**config.mk**
```make
export PLATFORM = sky130hd
export DESIGN_NAME = afc_flow_ctrl
export DESIGN_NICKNAME = d
export VERILOG_FILES = /design/src/verilog/afc_pkg.sv /design/src/verilog/afc_flow_ctrl.sv
export VERILOG_INCLUDE_DIRS = /design/src /design/src/verilog
export SDC_FILE = /design/constraint.sdc
export NUM_CORES = 1
export LEC_CHECK = 0
export ABC_CLOCK_PERIOD_IN_PS = 3100
export BUFFER_PORTS_ARGS = -buffer_cell sky130_fd_sc_hd__buf_4
export CELL_PAD_IN_SITES_DETAIL_PLACEMENT = 1
export CELL_PAD_IN_SITES_GLOBAL_PLACEMENT = 2
export CORE_ASPECT_RATIO = 0.6
export CORE_MARGIN = 10
export CORE_UTILIZATION = 35
export DETAILED_ROUTE_END_ITERATION = 12
export GPL_ROUTABILITY_DRIVEN = 0
export PLACE_DENSITY_LB_ADDON = 0.1
export RECOVER_POWER = 25
export SLEW_MARGIN = 25
export SYNTH_ARGS = -nofsm -noshare
export SYNTH_HDL_FRONTEND = slang
export SYNTH_SLANG_ARGS = --single-unit
export TNS_END_PERCENT = 20
```
**constraint.sdc**
```tcl
create_clock -name core_clk -period 3.1 [get_ports core_clk]
set_input_delay 0.62 -clock core_clk [delete_from_list [all_inputs] [get_ports core_clk]]
set_output_delay 0.62 -clock core_clk [all_outputs]
set_load 0.1 [all_outputs]
```
**src/verilog/afc_consts.svh**
```systemverilog
// constants for the automatic flow control block: offsets, field positions, reset values
// assumes nothing beyond a SystemVerilog compiler; definitions only
`ifndef AFC_CONSTS_SVH
`define AFC_CONSTS_SVH
`define FLOW_CONTROL_CONFIG_OFFSET     12'h0ac
`define AFC_STAT_OFFSET    12'h0b0
`define AFC_PTIME_OFFSET   12'h0b4
`define FILL_HIGH_THRESHOLD_MSB         23
`define FILL_HIGH_THRESHOLD_LSB         16
`define FILL_LOW_THRESHOLD_MSB         15
`define FILL_LOW_THRESHOLD_LSB         8
`define AFC_DUR_MSB        7
`define AFC_DUR_LSB        4
`define AFC_BIT_MULT       3
`define AFC_BIT_BRD        2
`define AFC_BIT_ADDR       1
`define AFC_BIT_ANY        0
`define FLOW_CONTROL_CONFIG_RESET      32'h0000_0000
`define FLOW_CONTROL_CONFIG_MASK       32'h00ff_ffff
`define AFC_PTIME_RESET    16'h0000
`define AFC_UNIT_SHIFT     6
`define AFC_JAM_STEP_NS    1000
`define AFC_CLK_NS         25
`define AFC_JAM_STEP_CYC   ((`AFC_JAM_STEP_NS + `AFC_CLK_NS - 1) / `AFC_CLK_NS)
`endif

```
**src/verilog/afc_pkg.sv**
```systemverilog
// types shared by the automatic flow control block
// assumes afc_consts.svh supplies the numbers
`default_nettype none
package afc_pkg;
	typedef enum logic [1:0] {AFC_IDLE, AFC_PAUSED, AFC_JAM} afc_state_t;
	typedef enum logic [1:0] {AFC_BUS_IDLE, AFC_BUS_RESP} afc_bus_t;
endpackage
`default_nettype wire

```
**src/verilog/afc_flow_ctrl.sv**
```systemverilog
// automatic flow control engine with its AXI4-Lite register slave
// assumes a MAC that takes pause requests as one-cycle pulses, and frame events from rx logic
//
// Overview of operation
// - The high threshold field 23:16, in 64-byte units, is the fill level that triggers flow control.
// - In full duplex one pause frame carrying the programmed pause time is sent when high is reached.
// - In half duplex an incoming frame matching the enabled criteria is jammed for the set duration once high is reached.
// - The low threshold field 15:8 triggers a zero-time pause once the fill drops below it.
// - The zero-time pause goes out only after high was reached and a non-zero pause was sent.
// - Field 7:4 sets how long automatic back pressure is held and does nothing in full duplex.
// - Bit 3 jams multicast frames in half duplex once the threshold is reached.
// - Bit 2 jams broadcast frames in half duplex once the threshold is reached.
// - Bit 1 jams frames addressed to this station in half duplex once the threshold is reached.
// - With the transmitter disabled no pause frame is sent and no back pressure is applied.
// - Bit 0 acts on any received frame and enables full-duplex flow control.
// - Bit 0 in half duplex acts on a valid preamble without address decode.
`timescale 1ns/10ps
`include "afc_consts.svh"
`default_nettype none
module afc_flow_ctrl #(
	parameter int FILL_W = 14
) (
	input  wire logic              core_clk,
	input  wire logic              arst_n,
	input  wire logic [11:0]       s_axi_awaddr,
	input  wire logic              s_axi_awvalid,
	output logic                   s_axi_awready,
	input  wire logic [31:0]       s_axi_wdata,
	input  wire logic [3:0]        s_axi_wstrb,
	input  wire logic              s_axi_wvalid,
	output logic                   s_axi_wready,
	output logic [1:0]             s_axi_bresp,
	output logic                   s_axi_bvalid,
	input  wire logic              s_axi_bready,
	input  wire logic [11:0]       s_axi_araddr,
	input  wire logic              s_axi_arvalid,
	output logic                   s_axi_arready,
	output logic [31:0]            s_axi_rdata,
	output logic [1:0]             s_axi_rresp,
	output logic                   s_axi_rvalid,
	input  wire logic              s_axi_rready,
	input  wire logic [FILL_W-1:0] rx_fill_bytes,
	input  wire logic              full_duplex,
	input  wire logic              tx_enabled,
	input  wire logic              rx_preamble,
	input  wire logic              rx_frame_mcast,
	input  wire logic              rx_frame_bcast,
	input  wire logic              rx_frame_own,
	output logic                   pause_req,
	output logic [15:0]            pause_time_value,
	output logic                   jam_active
);
	import afc_pkg::*;

	// -------------------------------------------------------------
	// state
	// -------------------------------------------------------------
	typedef struct packed {
		logic [31:0] cfg;
		logic [15:0] ptime;
		afc_state_t  st;
		logic [15:0] jam_cnt;
		logic        pause_req;
		logic [15:0] pause_val;
		logic        jam;
		logic        aw_got;
		logic [11:0] aw_addr;
		logic        w_got;
		logic [31:0] w_data;
		logic [3:0]  w_strb;
		logic        bvalid;
		logic [1:0]  bresp;
		logic        rvalid;
		logic [31:0] rdata;
		logic [1:0]  rresp;
	} afc_regs_t;

	afc_regs_t s_r;
	afc_regs_t s_nxt;

	// duration code to jam length in clock cycles: 2*code+2 steps of AFC_JAM_STEP_CYC each
	function automatic logic [15:0] afc_jam_len(input logic [3:0] code);
		logic [15:0] steps;
		steps = {11'h000, code, 1'b0} + 16'h0002;
		return steps * 16'(`AFC_JAM_STEP_CYC);
	endfunction

	// byte-lane merge, used by both writable registers
	function automatic logic [31:0] afc_merge(input logic [31:0] old_v,
	                                          input logic [31:0] new_v,
	                                          input logic [3:0]  strb);
		logic [31:0] res;
		res = old_v;
		for (int i = 0; i < 4; i++) begin
			if (strb[i]) begin
				res[i*8 +: 8] = new_v[i*8 +: 8];
			end
		end
		return res;
	endfunction

	logic [FILL_W-1:0] hi_bytes;
	logic [FILL_W-1:0] lo_bytes;
	logic              above_hi;
	logic              below_lo;
	logic              any_trig;
	logic              frame_hit;
	logic              bus_wr;
	logic [31:0]       ptime_merged;

	// -------------------------------------------------------------
	// threshold compare
	// -------------------------------------------------------------
	// high level in 64-byte units
	assign hi_bytes = FILL_W'({s_r.cfg[`FILL_HIGH_THRESHOLD_MSB:`FILL_HIGH_THRESHOLD_LSB], 6'h00});
	assign lo_bytes = FILL_W'({s_r.cfg[`FILL_LOW_THRESHOLD_MSB:`FILL_LOW_THRESHOLD_LSB], 6'h00});
	assign above_hi = rx_fill_bytes >= hi_bytes;
	assign below_lo = rx_fill_bytes < lo_bytes;
	assign any_trig = s_r.cfg[`AFC_BIT_ANY];

	// half-duplex frame match; the duplex check lives in the state machine
	// multicast trigger
	// any-frame acts on the preamble, no address decode
	assign frame_hit = (any_trig & rx_preamble)
	                 | (s_r.cfg[`AFC_BIT_MULT] & rx_frame_mcast)
	                 | (s_r.cfg[`AFC_BIT_BRD] & rx_frame_bcast)
	                 | (s_r.cfg[`AFC_BIT_ADDR] & rx_frame_own);

	assign bus_wr = s_r.aw_got & s_r.w_got & ~s_r.bvalid;

	// pause time sits in the low half of its word; upper lanes are dropped
	assign ptime_merged = afc_merge({16'h0000, s_r.ptime}, s_r.w_data, s_r.w_strb);

	// -------------------------------------------------------------
	// next state
	// -------------------------------------------------------------
	always_comb begin
		s_nxt = s_r;
		s_nxt.pause_req = 1'b0;

		// flow control engine
		case (s_r.st)
			AFC_IDLE: begin
				s_nxt.jam = 1'b0;
				if (tx_enabled && full_duplex && any_trig && above_hi) begin
					s_nxt.pause_req = 1'b1;
					s_nxt.pause_val = s_r.ptime;
					s_nxt.st        = AFC_PAUSED;
				// jam a matching frame above threshold
				end else if (tx_enabled && !full_duplex && above_hi && frame_hit) begin
					s_nxt.jam     = 1'b1;
					s_nxt.jam_cnt = afc_jam_len(s_r.cfg[`AFC_DUR_MSB:`AFC_DUR_LSB]);
					s_nxt.st      = AFC_JAM;
				end
			end
			AFC_PAUSED: begin
				// zero pause only follows a sent non-zero pause
				if (below_lo && tx_enabled && full_duplex && any_trig) begin
					s_nxt.pause_req = 1'b1;
					s_nxt.pause_val = 16'h0000;
					s_nxt.st        = AFC_IDLE;
				end else if (!full_duplex || !any_trig) begin
					s_nxt.st = AFC_IDLE; // mode left: forget the pending resume
				end
			end
			AFC_JAM: begin
				// hold back pressure for the selected time
				if (s_r.jam_cnt <= 16'h0001 || !tx_enabled || full_duplex) begin
					s_nxt.jam = 1'b0;
					s_nxt.st  = AFC_IDLE;
				end else begin
					s_nxt.jam_cnt = s_r.jam_cnt - 16'h0001;
				end
			end
			default: s_nxt.st = AFC_IDLE;
		endcase

		// transmitter off blocks every pause and jam
		if (!tx_enabled) begin
			s_nxt.pause_req = 1'b0;
			s_nxt.jam       = 1'b0;
		end

		// write address and data taken in either order
		if (s_axi_awvalid && !s_r.aw_got) begin
			s_nxt.aw_got  = 1'b1;
			s_nxt.aw_addr = s_axi_awaddr;
		end
		if (s_axi_wvalid && !s_r.w_got) begin
			s_nxt.w_got  = 1'b1;
			s_nxt.w_data = s_axi_wdata;
			s_nxt.w_strb = s_axi_wstrb;
		end
		if (bus_wr) begin
			s_nxt.bvalid = 1'b1;
			s_nxt.bresp  = 2'b00;
			if (s_r.aw_addr[11:2] == 10'(`FLOW_CONTROL_CONFIG_OFFSET >> 2)) begin
				s_nxt.cfg = afc_merge(s_r.cfg, s_r.w_data, s_r.w_strb) & `FLOW_CONTROL_CONFIG_MASK;
			end else if (s_r.aw_addr[11:2] == 10'(`AFC_PTIME_OFFSET >> 2)) begin
				s_nxt.ptime = ptime_merged[15:0];
			end else if (s_r.aw_addr[11:2] != 10'(`AFC_STAT_OFFSET >> 2)) begin
				s_nxt.bresp = 2'b10; // unmapped: slave error
			end
		end
		if (s_r.bvalid && s_axi_bready) begin
			s_nxt.bvalid = 1'b0;
			s_nxt.aw_got = 1'b0;
			s_nxt.w_got  = 1'b0;
		end

		// read path: one read in flight, data registered
		if (s_axi_arvalid && !s_r.rvalid) begin
			s_nxt.rvalid = 1'b1;
			s_nxt.rresp  = 2'b00;
			if (s_axi_araddr[11:2] == 10'(`FLOW_CONTROL_CONFIG_OFFSET >> 2)) begin
				s_nxt.rdata = s_r.cfg;
			end else if (s_axi_araddr[11:2] == 10'(`AFC_PTIME_OFFSET >> 2)) begin
				s_nxt.rdata = {16'h0000, s_r.ptime};
			end else if (s_axi_araddr[11:2] == 10'(`AFC_STAT_OFFSET >> 2)) begin
				s_nxt.rdata = {28'h0000000, below_lo, above_hi, s_r.jam,
				               s_r.st == AFC_PAUSED};
			end else begin
				s_nxt.rdata = 32'h0000_0000;
				s_nxt.rresp = 2'b10;
			end
		end else if (s_r.rvalid && s_axi_rready) begin
			s_nxt.rvalid = 1'b0;
		end
	end

	// -------------------------------------------------------------
	// state register
	// -------------------------------------------------------------
	always_ff @(posedge core_clk or negedge arst_n) begin
		if (!arst_n) begin
			s_r       <= '0;
			s_r.cfg   <= `FLOW_CONTROL_CONFIG_RESET;
			s_r.ptime <= `AFC_PTIME_RESET;
			s_r.st    <= AFC_IDLE;
		end else begin
			s_r <= s_nxt;
		end
	end

	// handshake readies come straight from the registered capture flags; bvalid rises the cycle after both halves are taken
	assign s_axi_awready    = ~s_r.aw_got;
	assign s_axi_wready     = ~s_r.w_got;
	assign s_axi_bvalid     = s_r.bvalid;
	assign s_axi_bresp      = s_r.bresp;
	assign s_axi_arready    = ~s_r.rvalid;
	assign s_axi_rvalid     = s_r.rvalid;
	assign s_axi_rdata      = s_r.rdata;
	assign s_axi_rresp      = s_r.rresp;
	assign pause_req        = s_r.pause_req;
	assign pause_time_value = s_r.pause_val;
	assign jam_active       = s_r.jam;
endmodule // afc_flow_ctrl
`default_nettype wire

```
==> results of run 1 <==
==> metrics by stage <==
step           setup WS [ns]  utilization, %  hold slack (ns)  cell area, sq um
2_1_floorplan          0.469               -            0.324              7080
3_5_place_dp           0.419            40.2            0.466              7990
6_report               0.516            43.1            0.385              8560
4_1_cts                0.486            43.1            0.158              8570
5_1_grt                0.295            43.1            0.368              8560
3_3_place_gp           0.490            40.2            0.453              7990
==> worst max-delay path by stage <==
stage	endpoint	slack, ns	depth (start not counted)
floorplan	pause_time_value[10]$_DFFE_PN0P_	0.47	9
global placement	s_r[107]$_DFFE_PN0P_	0.49	9
detailed placement	s_r[107]$_DFFE_PN0P_	0.42	9
CTS	s_r[116]$_DFFE_PN0P_	0.49	9
global route	s_r[112]$_DFFE_PN0P_	0.29	6
finish	s_r[116]$_DFFE_PN0P_	0.52	9
==> synthesized netlist by cell type (all sizes together), types with 2 or more instances <==
master	n	area (sq um)
dfrtp	143	3580
mux2	79	893
buf	56	415
nor2	51	191
nand2	41	154
inv	28	105
ha	23	288
a21oi	20	111
a22o	18	158
clkbuf	18	68.8
a221oi	16	146
nand3	15	75.1
o211ai	10	75.1
nor2b	9	56.3
o21ai	9	45.0
nor4	8	50.1
nor3	7	35.0
nand2b	6	37.5
a211oi	5	37.5
o221ai	5	43.8
xor2	5	43.8
a21o	4	30.0
and2	4	25.0
and3	4	25.0
or4	4	35.0
a31oi	3	18.8
or3	3	20.0
xnor2	3	26.3
and4b	2	20.0
nand3b	2	15.0
nand4	2	12.5
nor3b	2	15.0
o311ai	2	17.5
o31ai	2	15.0
==> layout make-up <==
class / instances / area (sq um) / area share (%)
clock buffer: 22 / 464 / 5.42
timing repair buffer: 136 / 1040 / 12.2
tap: 273 / 342 / 3.99
clock inverter: 6 / 111 / 1.30
multi-input combinational: 389 / 2920 / 34.1
inverter: 28 / 105 / 1.23
sequential: 143 / 3580 / 41.8
==> routing by layer <==
metal,vias up,part of all wire [%],GRT usage (%),routed length (microns)
met3,12,5.3,4.65,1090
met5,-,0,0,0
met2,123,42,23.1,8670
li1,2353,-,-,-
met4,0,0.68,3.67,141
met1,2654,52,23.4,10800
==> registers in the layout (all words and copies together) (netlist names) <==
register / flops
any_trig: 1
hi_bytes: 8
jam_active: 1
lo_bytes: 8
pause_req: 1
pause_time_value: 16
s_axi_bresp: 1
s_axi_bvalid: 1
s_axi_rdata: 24
s_axi_rresp: 1
s_axi_rvalid: 1
s_r: 80
==> worst reg2reg max path: stages, from the launching register on <==
cell	delay (ns)
dfrtp_1	0.48
ha_1	0.27
and3_1	0.23
ha_1	0.33
ha_1	0.30
a21o_1	0.18
a21oi_1	0.17
xnor2_1	0.15
o21ai_0	0.13
a221oi_2	0.26
==> power breakdown <==
| part | total, mW | switching, mW | internal [mW] |
|---|---|---|---|
| logic | 1.57 | 1.02 | 0.546 |
| registers | 2.56 | 0.315 | 2.25 |
| clock network | 2.05 | 0.762 | 1.29 |
| total | 6.18 | 2.10 | 4.08 |
==> kinds of logic after synthesis <==
kind of cell | after synthesis
XOR/XNOR | 8
AO/OA/AOI/OAI | 102
flip-flops | 143
buffers and inverters | 102
multiplexers | 80
other | 1
AND/OR/NAND/NOR | 165
adder cells (fa/ha/maj) | 24
==> summary.txt, run 1 <==
RSZ-0062 raised after global routing: false
Post-DP HPWL: 15600 microns
leakage: 4.09 nW
die area: 26400 sq um
status: completed
async set-reset flop share out of synthesis: 100%
number of synthesized flops with an enable pin: 0
mean area per synthesized cell: 11.3 sq um
Hold Crit Depth: 2
first-pass GRT wire length: 32900 microns
launch point of the worst reg-to-reg path: s_r[144]$_DFFE_PN0P_
fin nets: 826
Final Total Pwr: 6.18 mW
Most common cell on crit path: ha_1
Final setup viols: 0
flops & latches, synth: 143
most frequent cells in the layout: dfrtp_1 (143), buf_4 (132), mux2_2 (78)
sequential area share after synthesis: 50.8%
DIE WIDTH: 203 microns
area delta synth->final: 21.5%
CTS tree: done
Cells after Synth: 625
Worst Hold Class: in2reg
vias per cell: 5.16
hold endpoint: s_axi_rvalid$_DFFE_PN0P_
FMAX: 0.387 GHz
CP bufs+invs: 0
r2r worst-path depth: 9
period utilization: 83.3%
IO Pins: 146
Skew-Pair Late Insertion Delay: 0.43 ns
# clock sinks: 143
number of synthesis warnings: 0
Num CTS Buffers: 17
Max Cap Viol: 0
critical path class: reg2reg
main combinational cell family by area after synthesis: multiplexers
Clock Skews: 0.00990 ns
Crit path required time: 3.43 ns
overall routed net length: 20700 microns
CP delay by family, top: adder cells
Adder-Cell Fraction of Synth Area: 4.37%
non-filler cells, final: 997
core area: 19900 sq um
CTS max path bufs: 2
hold_sp: s_axi_rready
root buf cell: clkbuf_16
Synth Area in Simple Gates: 11.5%
Compound-Gate Fraction of Synth Area: 11.0%
Syn Std Cell Area: 7040 sq um
grt total ovfl: 0
CP endpoint kind: flop
WL per Instance: 20.8 microns
final hold violation count: 0
VDD IR max: 533 uV
initial antenna violation count: 0
Slew HR: 5.89%
Max FO, Critical Path: 7
most common cell after layout, fill and taps aside: dfrtp_1
Max H-tree Level: 4
R2R Setup Slk: 0.52 ns
max incr delay on CP: 0.48 ns
Pwr per Cell Area: 723 nW/um^2
# diodes: 0
XOR/XNOR Fraction of Synth Area: 0.995%
worst setup path start: s_r[144]$_DFFE_PN0P_
number of global-route vias before repair: 5556
Post-Place Cells: 969
Initial DRC Count: 224
Yosys cell types: 61
I/O Buffers: 122
Initial Utilization: 35.4%
startpoint types: flop
ratio of cells with drive above 1 in the final layout: 34.9%
mux share of post-synthesis cell area: 12.8%
hold_buf cts: 0
max-slew violations: 0
Antenna Violating Nets Remaining: 0
Main synth FF type: dfrtp_1
DRC: 0
row cnt: 40
Worst path slowest cell: dfrtp_1
fin crit period: 2.58 ns
Detailed Routing Iterations Pass 1: 4
Die H: 130 microns
Reg clk slew, reported paths: 0.06 ns
setup TNS: 0 ns
Layout fillers: 2173
via count: 5142
arrival time of the worst setup path: 2.92 ns
Slew @ Worst Pin: 1.41 ns
# Post-CTS Setup Buffers: 0
R2R Path End: s_r[116]$_DFFE_PN0P_
largest net degree at the start of global routing: 56
CP cell instances: ha_1 -> and3_1 -> ha_1 -> ha_1 -> a21o_1 -> a21oi_1 -> xnor2_1 -> o21ai_0 -> a221oi_2
GRT Total Usage: 16.1%
count of cells resized by post-cts repair: 0
(Power assumes the default switching activity.)
==> run 2: changes to the inputs <==
--- a/config.mk
+++ b/config.mk
@@ -6,7 +6,7 @@
 export SDC_FILE = /design/constraint.sdc
 export NUM_CORES = 1
 export LEC_CHECK = 0
-export ABC_CLOCK_PERIOD_IN_PS = 3100
+export ABC_CLOCK_PERIOD_IN_PS = 2650
 export BUFFER_PORTS_ARGS = -buffer_cell sky130_fd_sc_hd__buf_4
 export CELL_PAD_IN_SITES_DETAIL_PLACEMENT = 1
 export CELL_PAD_IN_SITES_GLOBAL_PLACEMENT = 2
==> constraint.sdc (replaced) <==
create_clock -name core_clk -period 2.65 [get_ports core_clk]
set_input_delay 0.53 -clock core_clk [delete_from_list [all_inputs] [get_ports core_clk]]
set_output_delay 0.53 -clock core_clk [all_outputs]
set_load 0.1 [all_outputs]
==> run 2 against run 1 <==
Compared with the run above:
- first-iteration DRC count is 29% higher
- register-to-register slack worse by 0.33 ns
- the flow now finishes with violations (max-capacitance violations, max-slew violations)
- worst hold slack worse by 0.083 ns
- clock power is 18% higher
- critical path type unchanged
- via count is 1.7% lower
- highest routed layer unchanged
==> summary.txt, run 2 (synthesis gave the netlist of run 1 again) <==
core area: 19900 sq um
final hold violation count: 0
largest net degree at the start of global routing: 70
fin crit period: 2.47 ns
VDD IR max: 505 uV
DIE WIDTH: 203 microns
overall routed net length: 20700 microns
most frequent cells in the layout: dfrtp_1 (143), buf_4 (140), mux2_2 (78)
row cnt: 40
Skew-Pair Late Insertion Delay: 0.42 ns
Most flops, register: s_r
DRC: 0
count of cells resized by post-cts repair: 0
IO Pins: 146
Layout fillers: 2140
launch point of the worst reg-to-reg path: s_r[145]$_DFFE_PN0P_
Detailed Routing Iterations Pass 1: 4
GRT Total Usage: 15.9%
worst setup path start: s_r[145]$_DFFE_PN0P_
FMAX: 0.405 GHz
# diodes: 0
area delta synth->final: 22.8%
CTS max path bufs: 2
Max Cap Viol: 1
# clock sinks: 143
Die H: 130 microns
CP delay by family, top: adder cells
number of flip-flops under the largest register name: 80
grt total ovfl: 0
vias per cell: 5.02
final core occ: 43.5%
Post-DP HPWL: 15600 microns
I/O Buffers: 122
initial antenna violation count: 0
DP Area: 8060 sq um
hold_sp: s_axi_bready
Slew HR: -26.3%
period utilization: 93.1%
number of global-route vias before repair: 5534
status: finished with violations
design area: 8650 sq um
Antenna Violating Nets Remaining: 0
failing checks: max-capacitance violations, max-slew violations
Pwr per Cell Area: 838 nW/um^2
Num CTS Buffers: 17
most common cell after layout, fill and taps aside: dfrtp_1
critical path class: reg2reg
setup TNS: 0 ns
Final setup viols: 0
max incr delay on CP: 0.41 ns
Clock Skews: 0.0124 ns
Most common cell on crit path: ha_1
RSZ-0062 raised after global routing: false
Worst Hold Class: in2reg
Worst path slowest cell: dfrtp_1
Crit path required time: 2.97 ns
ratio of cells with drive above 1 in the final layout: 36.3%
hold_buf cts: 0
Initial Utilization: 35.4%
max-slew violations: 68
# Post-CTS Setup Buffers: 0
Reg clk slew, reported paths: 0.06 ns
WL per Instance: 20.6 microns
fin nets: 834
Multi-input gate area: 2920 sq um
Max H-tree Level: 4
Initial DRC Count: 290
leakage: 4.14 nW
CTS tree: done
register area: 3580 sq um
CP cell instances: ha_1 -> and3_1 -> ha_1 -> ha_1 -> a21o_1 -> a21oi_1 -> xnor2_1 -> o21ai_0 -> a221oi_2
CP bufs+invs: 0
via count: 5057
startpoint types: flop
arrival time of the worst setup path: 2.79 ns
first-pass GRT wire length: 32600 microns
die area: 26400 sq um
root buf cell: clkbuf_16
CP endpoint kind: flop
Max FO, Critical Path: 4
Slew @ Worst Pin: 1.89 ns
[run 2: cell types whose count changed in the layout (fill, tap and decap cells not counted), sizes merged]
cell      delta
buf          +9
clkbuf       -3
clkinv       +3
inv          +2
bufinv       -1
clkinvlp     +1
[run 2: where the power goes]
group	internal, mW	total [mW]	switching (mW)
logic	0.647	1.85	1.20
clock network	1.44	2.41	0.965
registers	2.63	2.99	0.365
total	4.72	7.25	2.53
[run 2: cell type report]
| cell class | count | share of cell area, % |
|---|---|---|
| flip-flops and latches | 143 | 41.4 |
| multi-input cells | 389 | 33.7 |
| clock inverters | 11 | 1.53 |
| inverters | 28 | 1.22 |
| repair buffers | 144 | 12.9 |
| clock buffers | 20 | 5.28 |
| well taps | 273 | 3.95 |
[run 2: final timing paths]
kind	end	slack, ns	cells after the start
max in group asynchronous	s_r[117]$_DFFE_PN0P_	0.90	1
setup reg to reg	s_r[116]$_DFFE_PN0P_	0.18	9
hold reg to reg	s_axi_rdata[20]$_DFFE_PN0P_	0.47	2
min in group asynchronous	s_r[85]$_DFFE_PN0P_	0.63	1
hold / removal	s_r[87]$_DFFE_PN0P_	0.30	2
setup / recovery	s_r[116]$_DFFE_PN0P_	0.18	9
[run 2: per-layer routing]
metal  vias to the layer above  global-route usage [%]  part of all wire [%]
li1                       2367                       -                     -
met5                         -                       0                     0
met3                        13                    4.11                   5.0
met4                         0                    3.93                  0.91
met2                       117                    23.1                    43
met1                      2560                    23.0                    52
[run 2: through the flow]
stage | total power [mW] | hold WS (ns) | std cells | worst slack [ns]
3_5_place_dp | 4.90 | 0.463 | 977 | 0.157
4_1_cts | 7.33 | 0.148 | 1008 | 0.176
2_1_floorplan | 4.39 | 0.234 | 634 | 0.0879
5_1_grt | 7.64 | 0.288 | 1008 | 0.0196
3_3_place_gp | 4.82 | 0.452 | 977 | 0.207
6_report | 7.25 | 0.302 | 1008 | 0.182
==> run 3: changes to the inputs <==
--- a/config.mk
+++ b/config.mk
@@ -10,7 +10,7 @@
 export BUFFER_PORTS_ARGS = -buffer_cell sky130_fd_sc_hd__buf_4
 export CELL_PAD_IN_SITES_DETAIL_PLACEMENT = 1
 export CELL_PAD_IN_SITES_GLOBAL_PLACEMENT = 2
-export CORE_ASPECT_RATIO = 0.6
+export CORE_ASPECT_RATIO = 2
 export CORE_MARGIN = 10
 export CORE_UTILIZATION = 35
 export DETAILED_ROUTE_END_ITERATION = 12
==> run 3 against run 2 <==
Compared with the run above:
- the flow now finishes without violations
- total power rose by 2.1%
- register-to-register slack lost 0.06 ns
- non-clock buffer count rose by 6
- critical endpoint is now s_r[107]$_DFFE_PN0P_
- utilization up 0.28 points
- critical path depth decreased by 3
- worst hold slack worse by 0.013 ns
- first-iteration DRC count fell by 29%
- final cell count fell by 0.50%
- critical path type unchanged
- die area is 0.60% higher
- clock power increased by 7%
- sequential share of layout area decreased by 0.17 points
==> summary.txt, run 3 (synthesis gave the netlist of run 1 again) <==
via count: 5082
WL per Instance: 20.8 microns
Worst path slowest cell: or4_4
setup TNS: 0 ns
count of cells resized by post-cts repair: 0
CTS tree: done
Fin Hold WS: 0.290 ns
CP endpoint kind: flop
Initial DRC Count: 206
VDD IR max: 687 uV
critical path class: reg2reg
arrival time of the worst setup path: 2.84 ns
RSZ-0062 raised after global routing: false
final hold violation count: 0
Clock Skews: 0.0100 ns
Max H-tree Level: 4
# diodes: 0
number of global-route vias before repair: 5801
I/O Buffers: 122
Detailed Routing Iterations Pass 1: 4
GRT Total Usage: 16.0%
period utilization: 95.5%
Die H: 221 microns
non-filler cells, final: 1003
setup ws final: 0.119 ns
max-slew violations: 0
row cnt: 73
Final setup viols: 0
area delta synth->final: 23.3%
ratio of cells with drive above 1 in the final layout: 36.6%
largest net degree at the start of global routing: 56
DIE WIDTH: 120 microns
pre-CTS setup slack: -0.0343 ns
CP cell instances: or4_4 -> or3_1 -> o21a_4 -> a21oi_4 -> inv_2 -> mux2_4
leakage: 4.18 nW
startpoint types: flop
most frequent cells in the layout: buf_4 (146), dfrtp_1 (143), mux2_2 (78)
number of flip-flops under the largest register name: 80
root buf cell: clkbuf_16
# clock sinks: 143
Worst Hold Class: in2reg
DP Area: 8080 sq um
vias per cell: 5.07
Final Total Pwr: 7.40 mW
Num CTS Buffers: 17
R2R Setup Slk: 0.12 ns
Antenna Violating Nets Remaining: 0
die area: 26500 sq um
DRC: 0
FMAX: 0.395 GHz
Slew @ Worst Pin: 1.47 ns
Skew-Pair Late Insertion Delay: 0.42 ns
Slew HR: 1.68%
Post-DP HPWL: 16600 microns
# Post-CTS Setup Buffers: 0
status: completed
initial antenna violation count: 0
core area: 19800 sq um
CTS max path bufs: 2
CP delay by family, top: simple AND/OR/NAND/NOR gates
max incr delay on CP: 0.56 ns
grt total ovfl: 0
Max FO, Critical Path: 7
first-pass GRT wire length: 32400 microns
Pwr per Cell Area: 852 nW/um^2
design area: 8680 sq um
final core occ: 43.8%
most common cell after layout, fill and taps aside: buf_4
CP bufs+invs: 1
Most flops, register: s_r
hold_buf cts: 0
Max Cap Viol: 0
IO Pins: 146
Reg clk slew, reported paths: 0.06 ns
Crit path required time: 2.96 ns
overall routed net length: 20900 microns
Post-Place Cells: 972
fin crit period: 2.53 ns
Initial Utilization: 35.5%
fin nets: 840
run 3: worst reg2reg max path, cell delays in order (launching register included):
cell and delay [ns]:
dfrtp_1 0.43, or4_4 0.56, or3_1 0.49, o21a_4 0.26, a21oi_4 0.25, inv_2 0.13, mux2_4 0.31
run 3: cell type report:
type | instances | area [sq um]
Sequential cell | 143 | 3580
Clock buffer | 19 | 443
Inverter | 28 | 105
Clock inverter | 12 | 184
Multi-Input combinational cell | 389 | 2910
Tap cell | 262 | 328
Timing Repair Buffer | 150 | 1130
Fill cell | 2197 | 11100
run 3: routing by layer:
metal | up-vias | track usage [%] | wire length, microns
met5 | - | 0 | 0
met4 | 0 | 5.50 | 331
met3 | 21 | 4.01 | 797
met2 | 94 | 32.8 | 12800
met1 | 2595 | 14.4 | 6980
li1 | 2372 | - | -
run 3: worst paths after layout:
check | depth (start not counted) | start | end
max | 6 | s_r[118]$_DFFE_PN0P_ | s_r[107]$_DFFE_PN0P_
min | 2 | s_axi_bready | s_r[74]$_DFFE_PN0P_
max reg2reg | 6 | s_r[118]$_DFFE_PN0P_ | s_r[107]$_DFFE_PN0P_
min reg2reg | 2 | s_axi_rdata[21]$_DFFE_PN0P_ | s_axi_rdata[21]$_DFFE_PN0P_
max in group asynchronous | 2 | arst_n | s_axi_rdata[11]$_DFFE_PN0P_
min in group asynchronous | 1 | arst_n | s_r[117]$_DFFE_PN0P_
run 3: power breakdown:
part	internal [mW]	switching, mW	leakage (nW)
registers	2.63	0.340	1.84
clock network	1.60	0.963	0.300
logic	0.654	1.21	2.04
